File: config.mk
export PLATFORM = sky130hd
export DESIGN_NAME = gpe_port
export DESIGN_NICKNAME = d
export VERILOG_FILES = /design/src/hw/gpe_pkg.sv /design/src/hw/gpe_port.sv
export SDC_FILE = /design/constraint.sdc
export NUM_CORES = 1
export LEC_CHECK = 0
export BUFFER_PORTS_ARGS = -buffer_cell sky130_fd_sc_hd__buf_2
export CAP_MARGIN = 30
export CORE_ASPECT_RATIO = 1.2
export CORE_MARGIN = 2
export CORE_UTILIZATION = 65
export DETAILED_ROUTE_END_ITERATION = 8
export PLACE_DENSITY = 0.84
export SYNTH_ARGS = -nofsm -noshare
export SYNTH_HDL_FRONTEND = slang
export SYNTH_SLANG_ARGS = --single-unit
File: constraint.sdc
create_clock -name mclk_i -period 3.9 [get_ports mclk_i]
set_input_delay 0.39 -clock mclk_i [delete_from_list [all_inputs] [get_ports mclk_i]]
set_output_delay 0.39 -clock mclk_i [all_outputs]
set_load 0.01 [all_outputs]
File: src/hw/gpe_pkg.sv
package gpe_pkg;

   // Port width and configuration-space indices.
   localparam int PIN_CNT = 8;
   localparam logic [7:0] IDX_PIN_SELECT = 8'hF0;
   localparam logic [7:0] IDX_PIN_CONFIG_ONE = 8'hF1;
   localparam logic [7:0] IDX_PIN_EVENT_ROUTING = 8'hF2;
   localparam logic [7:0] IDX_PIN_CONFIG_TWO = 8'hF3;
   localparam logic [7:0] IDX_PORT_MODE_SELECT = 8'hF8;

   // Runtime register offsets on the runtime access port.
   localparam logic [2:0] RT_DATA_OUT_LATCH = 3'h0;
   localparam logic [2:0] RT_PIN_LEVEL_INPUT = 3'h1;
   localparam logic [2:0] RT_EVENT_ENABLE_MASK = 3'h2;
   localparam logic [2:0] RT_EVENT_STATUS_FLAGS = 3'h3;
   localparam logic [2:0] RT_COMBINED_DATA_IN_OUT = 3'h4;

   // Field positions in pin_config_one.
   localparam int CF1_OUT_ENABLE = 0;
   localparam int CF1_PUSH_PULL = 1;
   localparam int CF1_PULL_UP = 2;
   localparam int CF1_LOCK = 3;
   localparam int CF1_EVT_LEVEL = 4;
   localparam int CF1_EVT_POLARITY = 5;
   localparam int CF1_DEBOUNCE_EN = 6;
   localparam logic [7:0] CF1_WRITE_MASK = 8'h7F;
   localparam logic [7:0] CF1_LOCKED_MASK = 8'h0F;

   // Field positions in the other configuration registers.
   localparam int EVR_ROUTE_IRQ = 0;
   localparam int CF2_MAIN_POWERED_LOAD = 4;
   localparam int MODE_SEPARATE_DATA = 0;

   // Reset values.
   localparam logic [7:0] RST_PIN_SELECT = 8'h00;
   localparam logic [7:0] RST_PIN_CONFIG_ONE = 8'h40;
   localparam logic [7:0] RST_PIN_EVENT_ROUTING = 8'h01;
   localparam logic [7:0] RST_PIN_CONFIG_TWO = 8'h00;
   localparam logic [7:0] RST_PORT_MODE_SELECT = 8'h01;
   localparam logic [7:0] RST_DATA_OUT_LATCH = 8'hFF;
   localparam logic [7:0] RST_EVENT_ENABLE_MASK = 8'h00;
   localparam logic [7:0] RST_EVENT_STATUS_FLAGS = 8'h00;

   // Debounce timing: a least time, so the count rounds up.
   localparam longint CLK_HZ = 20_000_000;
   localparam longint DEBOUNCE_MS = 16;
   localparam int DEBOUNCE_CYCLES = int'((DEBOUNCE_MS * CLK_HZ + 999) / 1000);
   localparam int DEB_CNT_W = 19;

endpackage

File: src/hw/gpe_port.sv
`timescale 1ns/1ps

module gpe_port
   import gpe_pkg::*;
#(
   parameter int DEB_CYCLES = DEBOUNCE_CYCLES
) (
   input wire logic mclk_i,
   input wire logic rst_n_i,
   input wire logic [7:0] pin_level_i,
   input wire logic block_active_i,
   input wire logic main_power_i,
   input wire logic [7:0] cfg_index_i,
   input wire logic cfg_wr_i,
   input wire logic cfg_rd_i,
   input wire logic [7:0] cfg_wdata_i,
   output logic [7:0] cfg_rdata_o,
   input wire logic [2:0] rt_addr_i,
   input wire logic rt_wr_i,
   input wire logic rt_rd_i,
   input wire logic [7:0] rt_wdata_i,
   output logic [7:0] rt_rdata_o,
   output logic [7:0] pin_out_o,
   output logic [7:0] pin_oe_o,
   output logic [7:0] pin_pullup_o,
   output logic irq_level_o,
   output logic irq_change_o,
   output logic power_mgmt_interrupt_o
);

   // Whole state of the port, registered in one place. The per-pin configuration
   // sits here as well, so a single reset branch covers every register and no
   // field can slip out of the reset by accident.
   typedef struct packed {
      logic [7:0] pin_select_index;
      logic [PIN_CNT-1:0][7:0] pin_config_one;
      logic [PIN_CNT-1:0][7:0] pin_event_routing;
      logic [PIN_CNT-1:0][7:0] pin_config_two;
      logic [7:0] port_mode_select;
      logic [7:0] data_out_latch;
      logic [7:0] event_enable_mask;
      logic [7:0] event_status_flags;
      logic [7:0] pin_meta;
      logic [7:0] pin_sync;
      logic [7:0] det_prev;
      logic [7:0] deb_level;
      logic [PIN_CNT-1:0][DEB_CNT_W-1:0] deb_cnt;
      logic pwr_meta;
      logic pwr_sync;
      logic [7:0] cfg_rdata;
      logic [7:0] rt_rdata;
      logic [7:0] pin_out;
      logic [7:0] pin_oe;
      logic [7:0] pin_pullup;
      logic irq_level;
      logic irq_change;
      logic pmi_level;
   } gpe_state_s;

   gpe_state_s state_ff;
   gpe_state_s nxt_state;

   localparam logic [DEB_CNT_W-1:0] DEB_LAST = DEB_CNT_W'(DEB_CYCLES - 1);

   // True when the detector sees the level selected by the polarity bit.
   function automatic logic level_is_active(input logic lvl, input logic polarity);
      level_is_active = (lvl == polarity);
   endfunction

   // Edge or level detection for one pin. An edge compares the detector input
   // with its value one cycle earlier.
   function automatic logic event_hit(input logic lvl, input logic prev,
                                      input logic [7:0] cfg);
      logic active;
      active = level_is_active(lvl, cfg[CF1_EVT_POLARITY]);
      if (cfg[CF1_EVT_LEVEL]) begin
         // A level source hits again every cycle while the pin stays active.
         event_hit = active;
      end else begin
         // Only the move into the active level counts as an edge.
         event_hit = (lvl != prev) & active;
      end
   endfunction

   // Write decode for the runtime event registers; both share the same gating,
   // so the enable and the status can never disagree about when access is open.
   function automatic logic event_reg_write(input logic wr, input logic open_ok,
                                            input logic sep_mode, input logic [2:0] addr,
                                            input logic [2:0] target);
      event_reg_write = wr & open_ok & sep_mode & (addr == target);
   endfunction

   // Output enable: push-pull always drives, open-drain only pulls low.
   // A pin wired to a main-powered load is never driven while that supply is gone.
   function automatic logic drive_enable(input logic [7:0] cfg, input logic dout,
                                         input logic dead);
      drive_enable = cfg[CF1_OUT_ENABLE] & ~dead & (cfg[CF1_PUSH_PULL] | ~dout);
   endfunction

   // New value of a pin's first configuration register on a write.
   // Bit 7 always reads zero; the lock keeps bits 3 to 0, itself included.
   function automatic logic [7:0] cfg_one_write(input logic [7:0] old,
                                                input logic [7:0] wd,
                                                input logic locked);
      if (locked) begin
         cfg_one_write = (old & CF1_LOCKED_MASK) | (wd & CF1_WRITE_MASK & ~CF1_LOCKED_MASK);
      end else begin
         cfg_one_write = wd & CF1_WRITE_MASK;
      end
   endfunction

   // Runtime read decode. Closed registers and unmapped offsets read zero, so a
   // host probing a switched-off port never sees stale event state.
   function automatic logic [7:0] rt_read_value(input logic [2:0] addr,
                                                input logic active,
                                                input logic open_ok,
                                                input logic [7:0] dout,
                                                input logic [7:0] din,
                                                input logic [7:0] enable,
                                                input logic [7:0] status);
      rt_read_value = 8'h00;
      if (active) begin
         unique case (addr)
            RT_DATA_OUT_LATCH: rt_read_value = dout;
            RT_PIN_LEVEL_INPUT: rt_read_value = din;
            RT_EVENT_ENABLE_MASK: rt_read_value = open_ok ? enable : 8'h00;
            RT_EVENT_STATUS_FLAGS: rt_read_value = open_ok ? status : 8'h00;
            RT_COMBINED_DATA_IN_OUT: rt_read_value = din;
            default: rt_read_value = 8'h00;
         endcase
      end
   endfunction

   // Configuration read decode; the per-pin registers show the selected pin only.
   // Unknown indices read zero so that probing the space has no side effect.
   function automatic logic [7:0] cfg_read_value(input logic [7:0] index,
                                                 input logic [7:0] select,
                                                 input logic [7:0] cfg_one,
                                                 input logic [7:0] routing,
                                                 input logic [7:0] cfg_two,
                                                 input logic [7:0] mode);
      unique case (index)
         IDX_PIN_SELECT: cfg_read_value = select;
         IDX_PIN_CONFIG_ONE: cfg_read_value = cfg_one;
         IDX_PIN_EVENT_ROUTING: cfg_read_value = routing;
         IDX_PIN_CONFIG_TWO: cfg_read_value = cfg_two;
         IDX_PORT_MODE_SELECT: cfg_read_value = mode;
         default: cfg_read_value = 8'h00;
      endcase
   endfunction

   // Next-state logic for the whole port.
   always_comb begin
      logic [2:0] sel;
      logic runtime_open;
      logic separate;
      logic [7:0] det_in;
      logic [7:0] hit;
      logic [7:0] pending;
      logic [7:0] load_off;
      logic [7:0] wr_clear;
      logic irq_any;
      logic pmi_any;
      logic lock_sel;
      sel = 3'h0;
      runtime_open = 1'b0;
      separate = 1'b0;
      det_in = 8'h00;
      hit = 8'h00;
      pending = 8'h00;
      load_off = 8'h00;
      wr_clear = 8'h00;
      irq_any = 1'b0;
      pmi_any = 1'b0;
      lock_sel = 1'b0;
      nxt_state = state_ff;

      // Pins and the supply sense come from outside the clock domain.
      // Only the second flop is read by logic, so a metastable first stage
      // never reaches the detector or the power gating.
      nxt_state.pin_meta = pin_level_i;
      nxt_state.pin_sync = state_ff.pin_meta;
      nxt_state.pwr_meta = main_power_i;
      nxt_state.pwr_sync = state_ff.pwr_meta;

      sel = state_ff.pin_select_index[2:0];
      separate = state_ff.port_mode_select[MODE_SEPARATE_DATA];
      // Runtime event registers are closed while inactive or unpowered.
      // Main power is judged from its synchronised copy, two cycles late.
      runtime_open = block_active_i & state_ff.pwr_sync;
      lock_sel = state_ff.pin_config_one[sel][CF1_LOCK];

      for (int i = 0; i < PIN_CNT; i++) begin
         // A pin feeding a main-powered load is dead while main power is off.
         load_off[i] = state_ff.pin_config_two[i][CF2_MAIN_POWERED_LOAD] &
                       ~state_ff.pwr_sync;

         // Debouncer: the level must hold with no transition for a full period.
         // A glitch shorter than the period restarts the count and never reaches
         // the detector; the cost is one counter per pin.
         if (state_ff.pin_sync[i] == state_ff.deb_level[i]) begin
            nxt_state.deb_cnt[i] = '0;
         end else if (state_ff.deb_cnt[i] == DEB_LAST) begin
            nxt_state.deb_level[i] = state_ff.pin_sync[i];
            nxt_state.deb_cnt[i] = '0;
         end else begin
            nxt_state.deb_cnt[i] = state_ff.deb_cnt[i] + 1'b1;
         end

         // The pending indication rises one debounce delay late; it falls on a status clear.
         // Level events take the same debounced input, so a held level is seen
         // one full period late whenever debounce is enabled.
         det_in[i] = state_ff.pin_config_one[i][CF1_DEBOUNCE_EN] ?
                     state_ff.deb_level[i] : state_ff.pin_sync[i];
         nxt_state.det_prev[i] = det_in[i];

         // Edge compares with the previous cycle; level is checked every cycle.
         hit[i] = event_hit(det_in[i], state_ff.det_prev[i],
                            state_ff.pin_config_one[i]);
         hit[i] = hit[i] & ~load_off[i];

         // Pin drivers: a zero always drives low, a one drives or releases.
         // The pin follows the latch one cycle late, which keeps every output
         // straight from a flop at the price of that single cycle.
         nxt_state.pin_out[i] = state_ff.data_out_latch[i];
         nxt_state.pin_oe[i] = drive_enable(state_ff.pin_config_one[i],
                                            state_ff.data_out_latch[i], load_off[i]);
         nxt_state.pin_pullup[i] = state_ff.pin_config_one[i][CF1_PULL_UP] & ~load_off[i];
      end

      // Status clear by writing ones, only in separate mode with access open.
      if (event_reg_write(rt_wr_i, runtime_open, separate, rt_addr_i,
                          RT_EVENT_STATUS_FLAGS)) begin
         wr_clear = rt_wdata_i;
      end
      // A new event in the clear cycle wins; main-load pins drop when unpowered.
      // Letting the clear win would lose an edge arriving in that same cycle,
      // and an edge is never seen a second time.
      nxt_state.event_status_flags = ((state_ff.event_status_flags & ~wr_clear) | hit) &
                                     ~load_off;

      // Event enable mask, writable only in separate mode with access open.
      // The mask never touches the status, which keeps recording events.
      if (event_reg_write(rt_wr_i, runtime_open, separate, rt_addr_i,
                          RT_EVENT_ENABLE_MASK)) begin
         nxt_state.event_enable_mask = rt_wdata_i;
      end

      // Data-out latch: per-pin lock protects the bit.
      // Only block activation gates these writes: the latch sits on standby
      // power and keeps driving the pins without a main-powered load while main power is off.
      if (rt_wr_i && block_active_i &&
          ((separate && rt_addr_i == RT_DATA_OUT_LATCH) ||
           rt_addr_i == RT_COMBINED_DATA_IN_OUT)) begin
         for (int i = 0; i < PIN_CNT; i++) begin
            if (!state_ff.pin_config_one[i][CF1_LOCK]) begin
               nxt_state.data_out_latch[i] = rt_wdata_i[i];
            end
         end
      end

      // Pending is masked status; each pin goes to the target its routing picks.
      // A pin feeds exactly one target, never both.
      pending = state_ff.event_status_flags & state_ff.event_enable_mask;
      for (int i = 0; i < PIN_CNT; i++) begin
         if (state_ff.pin_event_routing[i][EVR_ROUTE_IRQ]) begin
            irq_any = irq_any | pending[i];
         end else begin
            pmi_any = pmi_any | pending[i];
         end
      end
      // The interrupt is detached when the block is off or main power is gone.
      // The power-management target stays ungated: it lives on the standby side
      // and must still be able to wake the system with main power off.
      nxt_state.irq_level = irq_any & block_active_i & state_ff.pwr_sync;
      nxt_state.pmi_level = pmi_any;
      // Every change of the interrupt level is flagged for the serializer.
      // The pulse stands in the same cycle as the new level, so both are taken
      // at one edge.
      nxt_state.irq_change = nxt_state.irq_level ^ state_ff.irq_level;

      // Runtime reads; closed registers and unmapped offsets read zero.
      if (rt_rd_i) begin
         nxt_state.rt_rdata = rt_read_value(rt_addr_i, block_active_i, runtime_open,
                                            state_ff.data_out_latch, state_ff.pin_sync,
                                            state_ff.event_enable_mask,
                                            state_ff.event_status_flags);
      end

      // Configuration writes through the pin select index.
      if (cfg_wr_i) begin
         unique case (cfg_index_i)
            IDX_PIN_SELECT: nxt_state.pin_select_index = {5'h00, cfg_wdata_i[2:0]};
            IDX_PIN_CONFIG_ONE: begin
               // Lock freezes the output fields and itself until reset.
               nxt_state.pin_config_one[sel] =
                  cfg_one_write(state_ff.pin_config_one[sel], cfg_wdata_i, lock_sel);
            end
            IDX_PIN_EVENT_ROUTING: begin
               nxt_state.pin_event_routing[sel] = {7'h00, cfg_wdata_i[EVR_ROUTE_IRQ]};
            end
            IDX_PIN_CONFIG_TWO: begin
               if (!lock_sel) begin
                  nxt_state.pin_config_two[sel] =
                     {3'h0, cfg_wdata_i[CF2_MAIN_POWERED_LOAD], 4'h0};
               end
            end
            IDX_PORT_MODE_SELECT: begin
               nxt_state.port_mode_select = {7'h00, cfg_wdata_i[MODE_SEPARATE_DATA]};
            end
            default: begin
            end
         endcase
      end

      // Configuration reads; unknown indices read zero.
      if (cfg_rd_i) begin
         nxt_state.cfg_rdata = cfg_read_value(cfg_index_i, state_ff.pin_select_index,
                                              state_ff.pin_config_one[sel],
                                              state_ff.pin_event_routing[sel],
                                              state_ff.pin_config_two[sel],
                                              state_ff.port_mode_select);
      end
   end

   // State register; synchronous reset puts every field at a constant.
   // The reset is synchronous, so the clock must run while it is held; a few
   // cycles after release let the synchronisers fill with real pin levels.
   always_ff @(posedge mclk_i) begin
      if (!rst_n_i) begin
         state_ff <= '0;
         state_ff.pin_select_index <= RST_PIN_SELECT;
         state_ff.pin_config_one <= {PIN_CNT{RST_PIN_CONFIG_ONE}};
         state_ff.pin_event_routing <= {PIN_CNT{RST_PIN_EVENT_ROUTING}};
         state_ff.pin_config_two <= {PIN_CNT{RST_PIN_CONFIG_TWO}};
         state_ff.port_mode_select <= RST_PORT_MODE_SELECT;
         state_ff.data_out_latch <= RST_DATA_OUT_LATCH;
         state_ff.event_enable_mask <= RST_EVENT_ENABLE_MASK;
         state_ff.event_status_flags <= RST_EVENT_STATUS_FLAGS;
         state_ff.pin_out <= RST_DATA_OUT_LATCH;
      end else begin
         state_ff <= nxt_state;
      end
   end

   // Every output is a field of the registered state.
   assign cfg_rdata_o = state_ff.cfg_rdata;
   assign rt_rdata_o = state_ff.rt_rdata;
   assign pin_out_o = state_ff.pin_out;
   assign pin_oe_o = state_ff.pin_oe;
   assign pin_pullup_o = state_ff.pin_pullup;
   assign irq_level_o = state_ff.irq_level;
   assign irq_change_o = state_ff.irq_change;
   assign power_mgmt_interrupt_o = state_ff.pmi_level;

endmodule

# == Word level (Yosys, flattened, before mapping) ==
# Index checks and enable logic that the tools add are counted.
# W data, S select, Z words.
# totals
in_bits,43
reg_bits,449
out_inout_bits,43
# classes
n_addsub,8
mux,52
magnitude_cmp,2
reduce_logical,36
eq_ne,41
bitwise_logic,120
# op_table
operator,n
$bwmux W64,3
$add A19 B1 Y19 const B,8
$eq A19 B19 Y1 const B,8
$mux W8,10
$bmux W8 S3,3
$and A1 B1 Y1,55
$eq A8 B8 Y1 const B,5
$pmux W8 S5,1
$reduce_and A2 Y1,20
$not A1 Y1,35
$mux W1,32
$pmux W8 S4,1
$and A8 B8 Y8,3
$demux W8 S3,1
$reduce_or A3 Y1,8
$or A1 B1 Y1,22
$eq A1 B1 Y1,16
$not A8 Y8,2
$ne A1 B1 Y1,8
$or A8 B8 Y8,1
$mux W7,1
$or A4 B7 Y7,1
$eq A3 B2 Y1 const B,2
$logic_and A1 B1 Y1,4
other kinds (9),9

# == Longest topological paths before layout ==
# depth
word_depth,19
ltp_mapped,9

# == Worst setup path after synthesis ==
# Ideal clock, no wire load.
# synth_timing
path_type,input -> register
start,in cfg_index_i[0]
end,reg state_ff[422] in the netlist's numbering
required_time_ns,3.764
t_arrival_ns,1.803
n_path_buf,3
path_stages,7
setup_slack_ns,1.961
cell_sequence,buf_6 -> or3b_4 -> buf_6 -> or4_1 -> buf_2 -> nand3_1 -> o221ai_1
# synth_via
elab_chain_cells,2
# synth_rtl
element,line_no,rtl
start: declaration,gpe_port.sv:13,"input wire logic [7:0] cfg_index_i,"
$eq A8 B8 Y1,gpe_port.sv:292,unique case (cfg_index_i)
$reduce_and A2 Y1 (no line),n/a,
end signal: assignment,gpe_port.sv:342,state_ff <= nxt_state;
end: declaration,gpe_port.sv:60,gpe_state_s state_ff;
# Every way passes these cells.
# A chain may end at the register's enable or synchronous reset.

# == Worst setup path in the final report ==
# layout_timing
start,reg state_ff[455] in the netlist's numbering
end,reg state_ff[431] in the netlist's numbering
# layout_via
elab_chain_cells,7
word_cells_on_any_way,12
classes_between,2 x order compare; 8 x mux; 1 x bitwise; 1 x reduce/logical
# layout_rtl
element,line_no,rtl
$bmux W8 S3,"gpe_port.sv:191, gpe_port.sv:297",
$mux W8,n/a,
$or A4 B7 Y7,gpe_port.sv:106,cfg_one_write = (old & CF1_LOCKED_MASK) | (wd & CF1_WRITE_MASK & ~CF1_LOCKED_MASK);
$mux W7,gpe_port.sv:105,if (locked) begin
$mux W8,gpe_port.sv:292,
$mux W8,gpe_port.sv:291,if (cfg_wr_i) begin
$bwmux W64 *,gpe_port.sv:296,nxt_state.pin_config_one[sel] =
# Every way passes the cells marked *; elsewhere a longest branch is shown, timed or not. The select of a mux whose other input is x is not followed.

==> results_dict.tcl <==
set metrics [dict create \
    critPathSlowestCell "dfxtp_2" \
    timing.critical_path.slowest_cell_delay_ps 810 \
    rows 61 \
    maxSlewHeadroom 0.3260 \
    syn2layout_area_growth_pct 10.02 \
    synth.distinct_cells 76 \
    rsz0062_at_grt "false" \
    start_util 0.6571 \
    reg2reg_to "state_ff[431]" \
    worst_slack_ps 1322 \
    swShare 0.2121 \
    cts_buffers 35 \
    synth_common_cells "dfxtp_1 (328), nand2_1 (179), nor2_1 (174)" \
    cts_tree "built" \
    cts_setup_buffers 0 \
    hold_buffers 0 \
    synth_top_cell_area_share 0.4350 \
    end_kind "flop" \
    first_pass_iters 7 \
    p_leak_nw 5.692 \
    hp-class "input port to flop" \
    antenna_left 0 \
    cp_num_cells 5 \
    vias 13030 \
    seqPwrFrac 0.482 \
    min_period_ps 2578 \
    clkTransAtPathRegs_ps 60 \
    comb_power_share 0.028 \
    async_flop_share 0 \
    grt_pass1_vias 12570 \
    yosysWarnings 0 \
    grt_max_degree 46 \
    skew_ps 17.73 \
    critPathTopFamily "compound AO/OA/AOI/OAI gates" \
    clock_latency_ps 510 \
    drtIter0Drc 1144 \
    place.gp.congestion 0.9508 \
    ir_worst_vdd_mv 0.3277 \
    crit_chain "mux2_2 -> o22ai_1 -> nor2_1 -> buf_4 -> o221ai_1" \
    synth.most_common_cell "dfxtp_1" \
    cts_resized 0 \
    netlist_area_um2 15100 \
    ys_top_cells_by_area "dfxtp_1 (43%), nand2_1 (4.5%), nor2_1 (4.3%)" \
    intPower_w 0.005528 \
    min_period_over_period 0.6611 \
    synth_largest_area_cell "dfxtp_1" \
    synth_seq_cells 328 \
    reg2reg_setup_slack_ps 1320 \
    reg2reg_from "state_ff[455]" \
    status "finished, final reports clean" \
    top_level_ports 86 \
    layout-drive-gt1-share 0.1186 \
    drc_errors 0 \
    nets 1813 \
    ys.flop_type "dfxtp_1" \
    hold_viol 0 \
    required_ps 4310 \
    maxSlewViolCount 0 \
    totalWireLength_um 38850 \
    arrival_ps 2990 \
    syn_nets 1786 \
    cts_buffer_depth 3 \
    core_region_area_um2 22970 \
    crit_end "state_ff[431]" \
    clock-root-buffer "clkbuf_16" \
    synth_edf_count 0 \
    path_buf_inv 1 \
    synthCells 1735 \
    post-place-ws_ps 1452 \
    grt_usage 0.3141 \
    crit_type "flop to flop" \
    dp_hpwl_um 26750 \
    vias_per_cell 6.197 \
    wl_per_cell_um 18.47 \
    cts.sinks 328 \
    reg2reg_depth 5 \
    fmax_mhz 387.9 \
    power_frac_clock 0.490 \
    dieArea_um2 24460 \
    antenna_found_initial 1 \
    cap_violations 0 \
    setup_viol_count_final 0 \
    syn_area_per_cell_um2 8.701 \
    htree_levels 2 \
    crit_fanout 27 \
    port_buffers 83 \
    fin_setup_tns_ps 0 \
    crit_start "state_ff[455]" \
    seq_area_frac_synth 0.4350 \
    tightest_slew_ps 1000 \
    p_switching_w 0.001488 \
    grt_overflow_total 0 \
    grt_pass1_wl_um 61640 \
    die_x_um 143.1 \
    start_kind "flop" \
    die_h_um 170.9 \
    powerDensity_nw_per_um2 422.4 \
]
layout make-up:
class	count	area [um2]
clock inverter	13	168.9
inverter	74	277.8
tap	315	394.1
fill	1718	6365
antenna	1	2.502
multi-input combinational	1222	7612
clock buffer	49	1028
sequential	328	6568
timing repair buffer	101	556.8
sequential cells by signal (all words and copies together), names as in the netlist:
| register | flops |
|---|---|
| state_ff | 269 |
| power_mgmt_interrupt_o | 1 |
| irq_change_o | 1 |
| pin_oe_o | 8 |
| rt_rdata_o | 8 |
| nxt_state | 17 |
| irq_level_o | 1 |
| pin_pullup_o | 8 |
| pin_out_o | 8 |
| cfg_rdata_o | 7 |
how the worst min path moves through the flow:
stage	from	slack (ps)	cells past startpoint	endpoint
3_3_place_gp	nxt_state[218]	420	1	state_ff[218]
5_1_grt	pin_level_i[0]	80	2	nxt_state[213]
4_1_cts	pin_level_i[2]	70	2	nxt_state[215]
2_1_floorplan	nxt_state[213]	410	1	state_ff[213]
6_report	pin_level_i[2]	80	2	nxt_state[215]
3_5_place_dp	nxt_state[219]	420	1	state_ff[219]
cells in the final DEF (no fill, tap or decap), types with 10 or more instances in the layout:
master     count
dfxtp_1      327
nand2_1      179
nor2_1       174
nand3_1      106
o21ai_0       86
buf_2         82
a21oi_1       78
inv_1         72
xnor2_1       67
mux2i_1       54
nor3_1        45
xor2_1        42
or3_1         36
clkbuf_16     35
nor4_1        29
and2_1        28
nand4_1       27
o221ai_1      25
or4_1         23
and3_1        20
buf_4         18
a31oi_1       17
o22ai_1       13
o31ai_1       12
mux2_2        11
a22o_1        11
clkbuf_8      10
logic make-up (layout without fill, tap and decap cells):
| family | Yosys count | in the layout | synth area share |
|---|---|---|---|
| flip-flops | 328 | 328 | 0.4350 |
| adder cells (fa/ha/maj) | 8 | 8 | 0.006631 |
| multiplexers | 73 | 73 | 0.05595 |
| AO/OA/AOI/OAI | 289 | 289 | 0.1193 |
| buffers and inverters | 185 | 237 | 0.06075 |
| XOR/XNOR | 109 | 109 | 0.06324 |
| AND/OR/NAND/NOR | 742 | 742 | 0.2589 |
| other | 1 | 2 | 0.0002484 |
worst register-to-register path, cell delays in order (launching register included):
cell and delay (ps):
dfxtp_2 810, mux2_2 470, o22ai_1 590, nor2_1 120, buf_4 250, o221ai_1 240
power by group through the flow:
stage	clock network [W]	logic, W	registers (W)
after floorplan	0	0.000123	0.00345
after global placement	0	0.000187	0.00346
after detailed placement	0	0.000193	0.00346
after CTS	0.00346	0.000194	0.00338
after global routing	0.00359	0.000212	0.00338
final	0.00343	0.000198	0.00338
stage by stage:
| stage | hold WS (ps) | area, um2 | total power [W] | cells | utilization |
|---|---|---|---|---|---|
| floorplan | 411.9 | 15100 | 0.003573 | 1735 | - |
| global placement | 416.7 | 15370 | 0.003642 | 2036 | 0.6692 |
| detailed placement | 422.1 | 15410 | 0.003649 | 2040 | 0.6707 |
| CTS | 73.48 | 16610 | 0.007035 | 2102 | 0.7228 |
| global route | 84.06 | 16610 | 0.007187 | 2103 | 0.7229 |
| finish | 83.33 | 16610 | 0.007016 | 2103 | 0.7229 |
per-layer routing:
layer  routed length (um)  vias up  GRT usage
met5                    0        -          0
met4                 2763        0     0.2049
li1                     -     6163          -
met2                18390      582     0.5311
met3                 2959      180    0.05542
met1                14730     6108     0.3647
No activity file was read; power rests on OpenSTA's default activity.
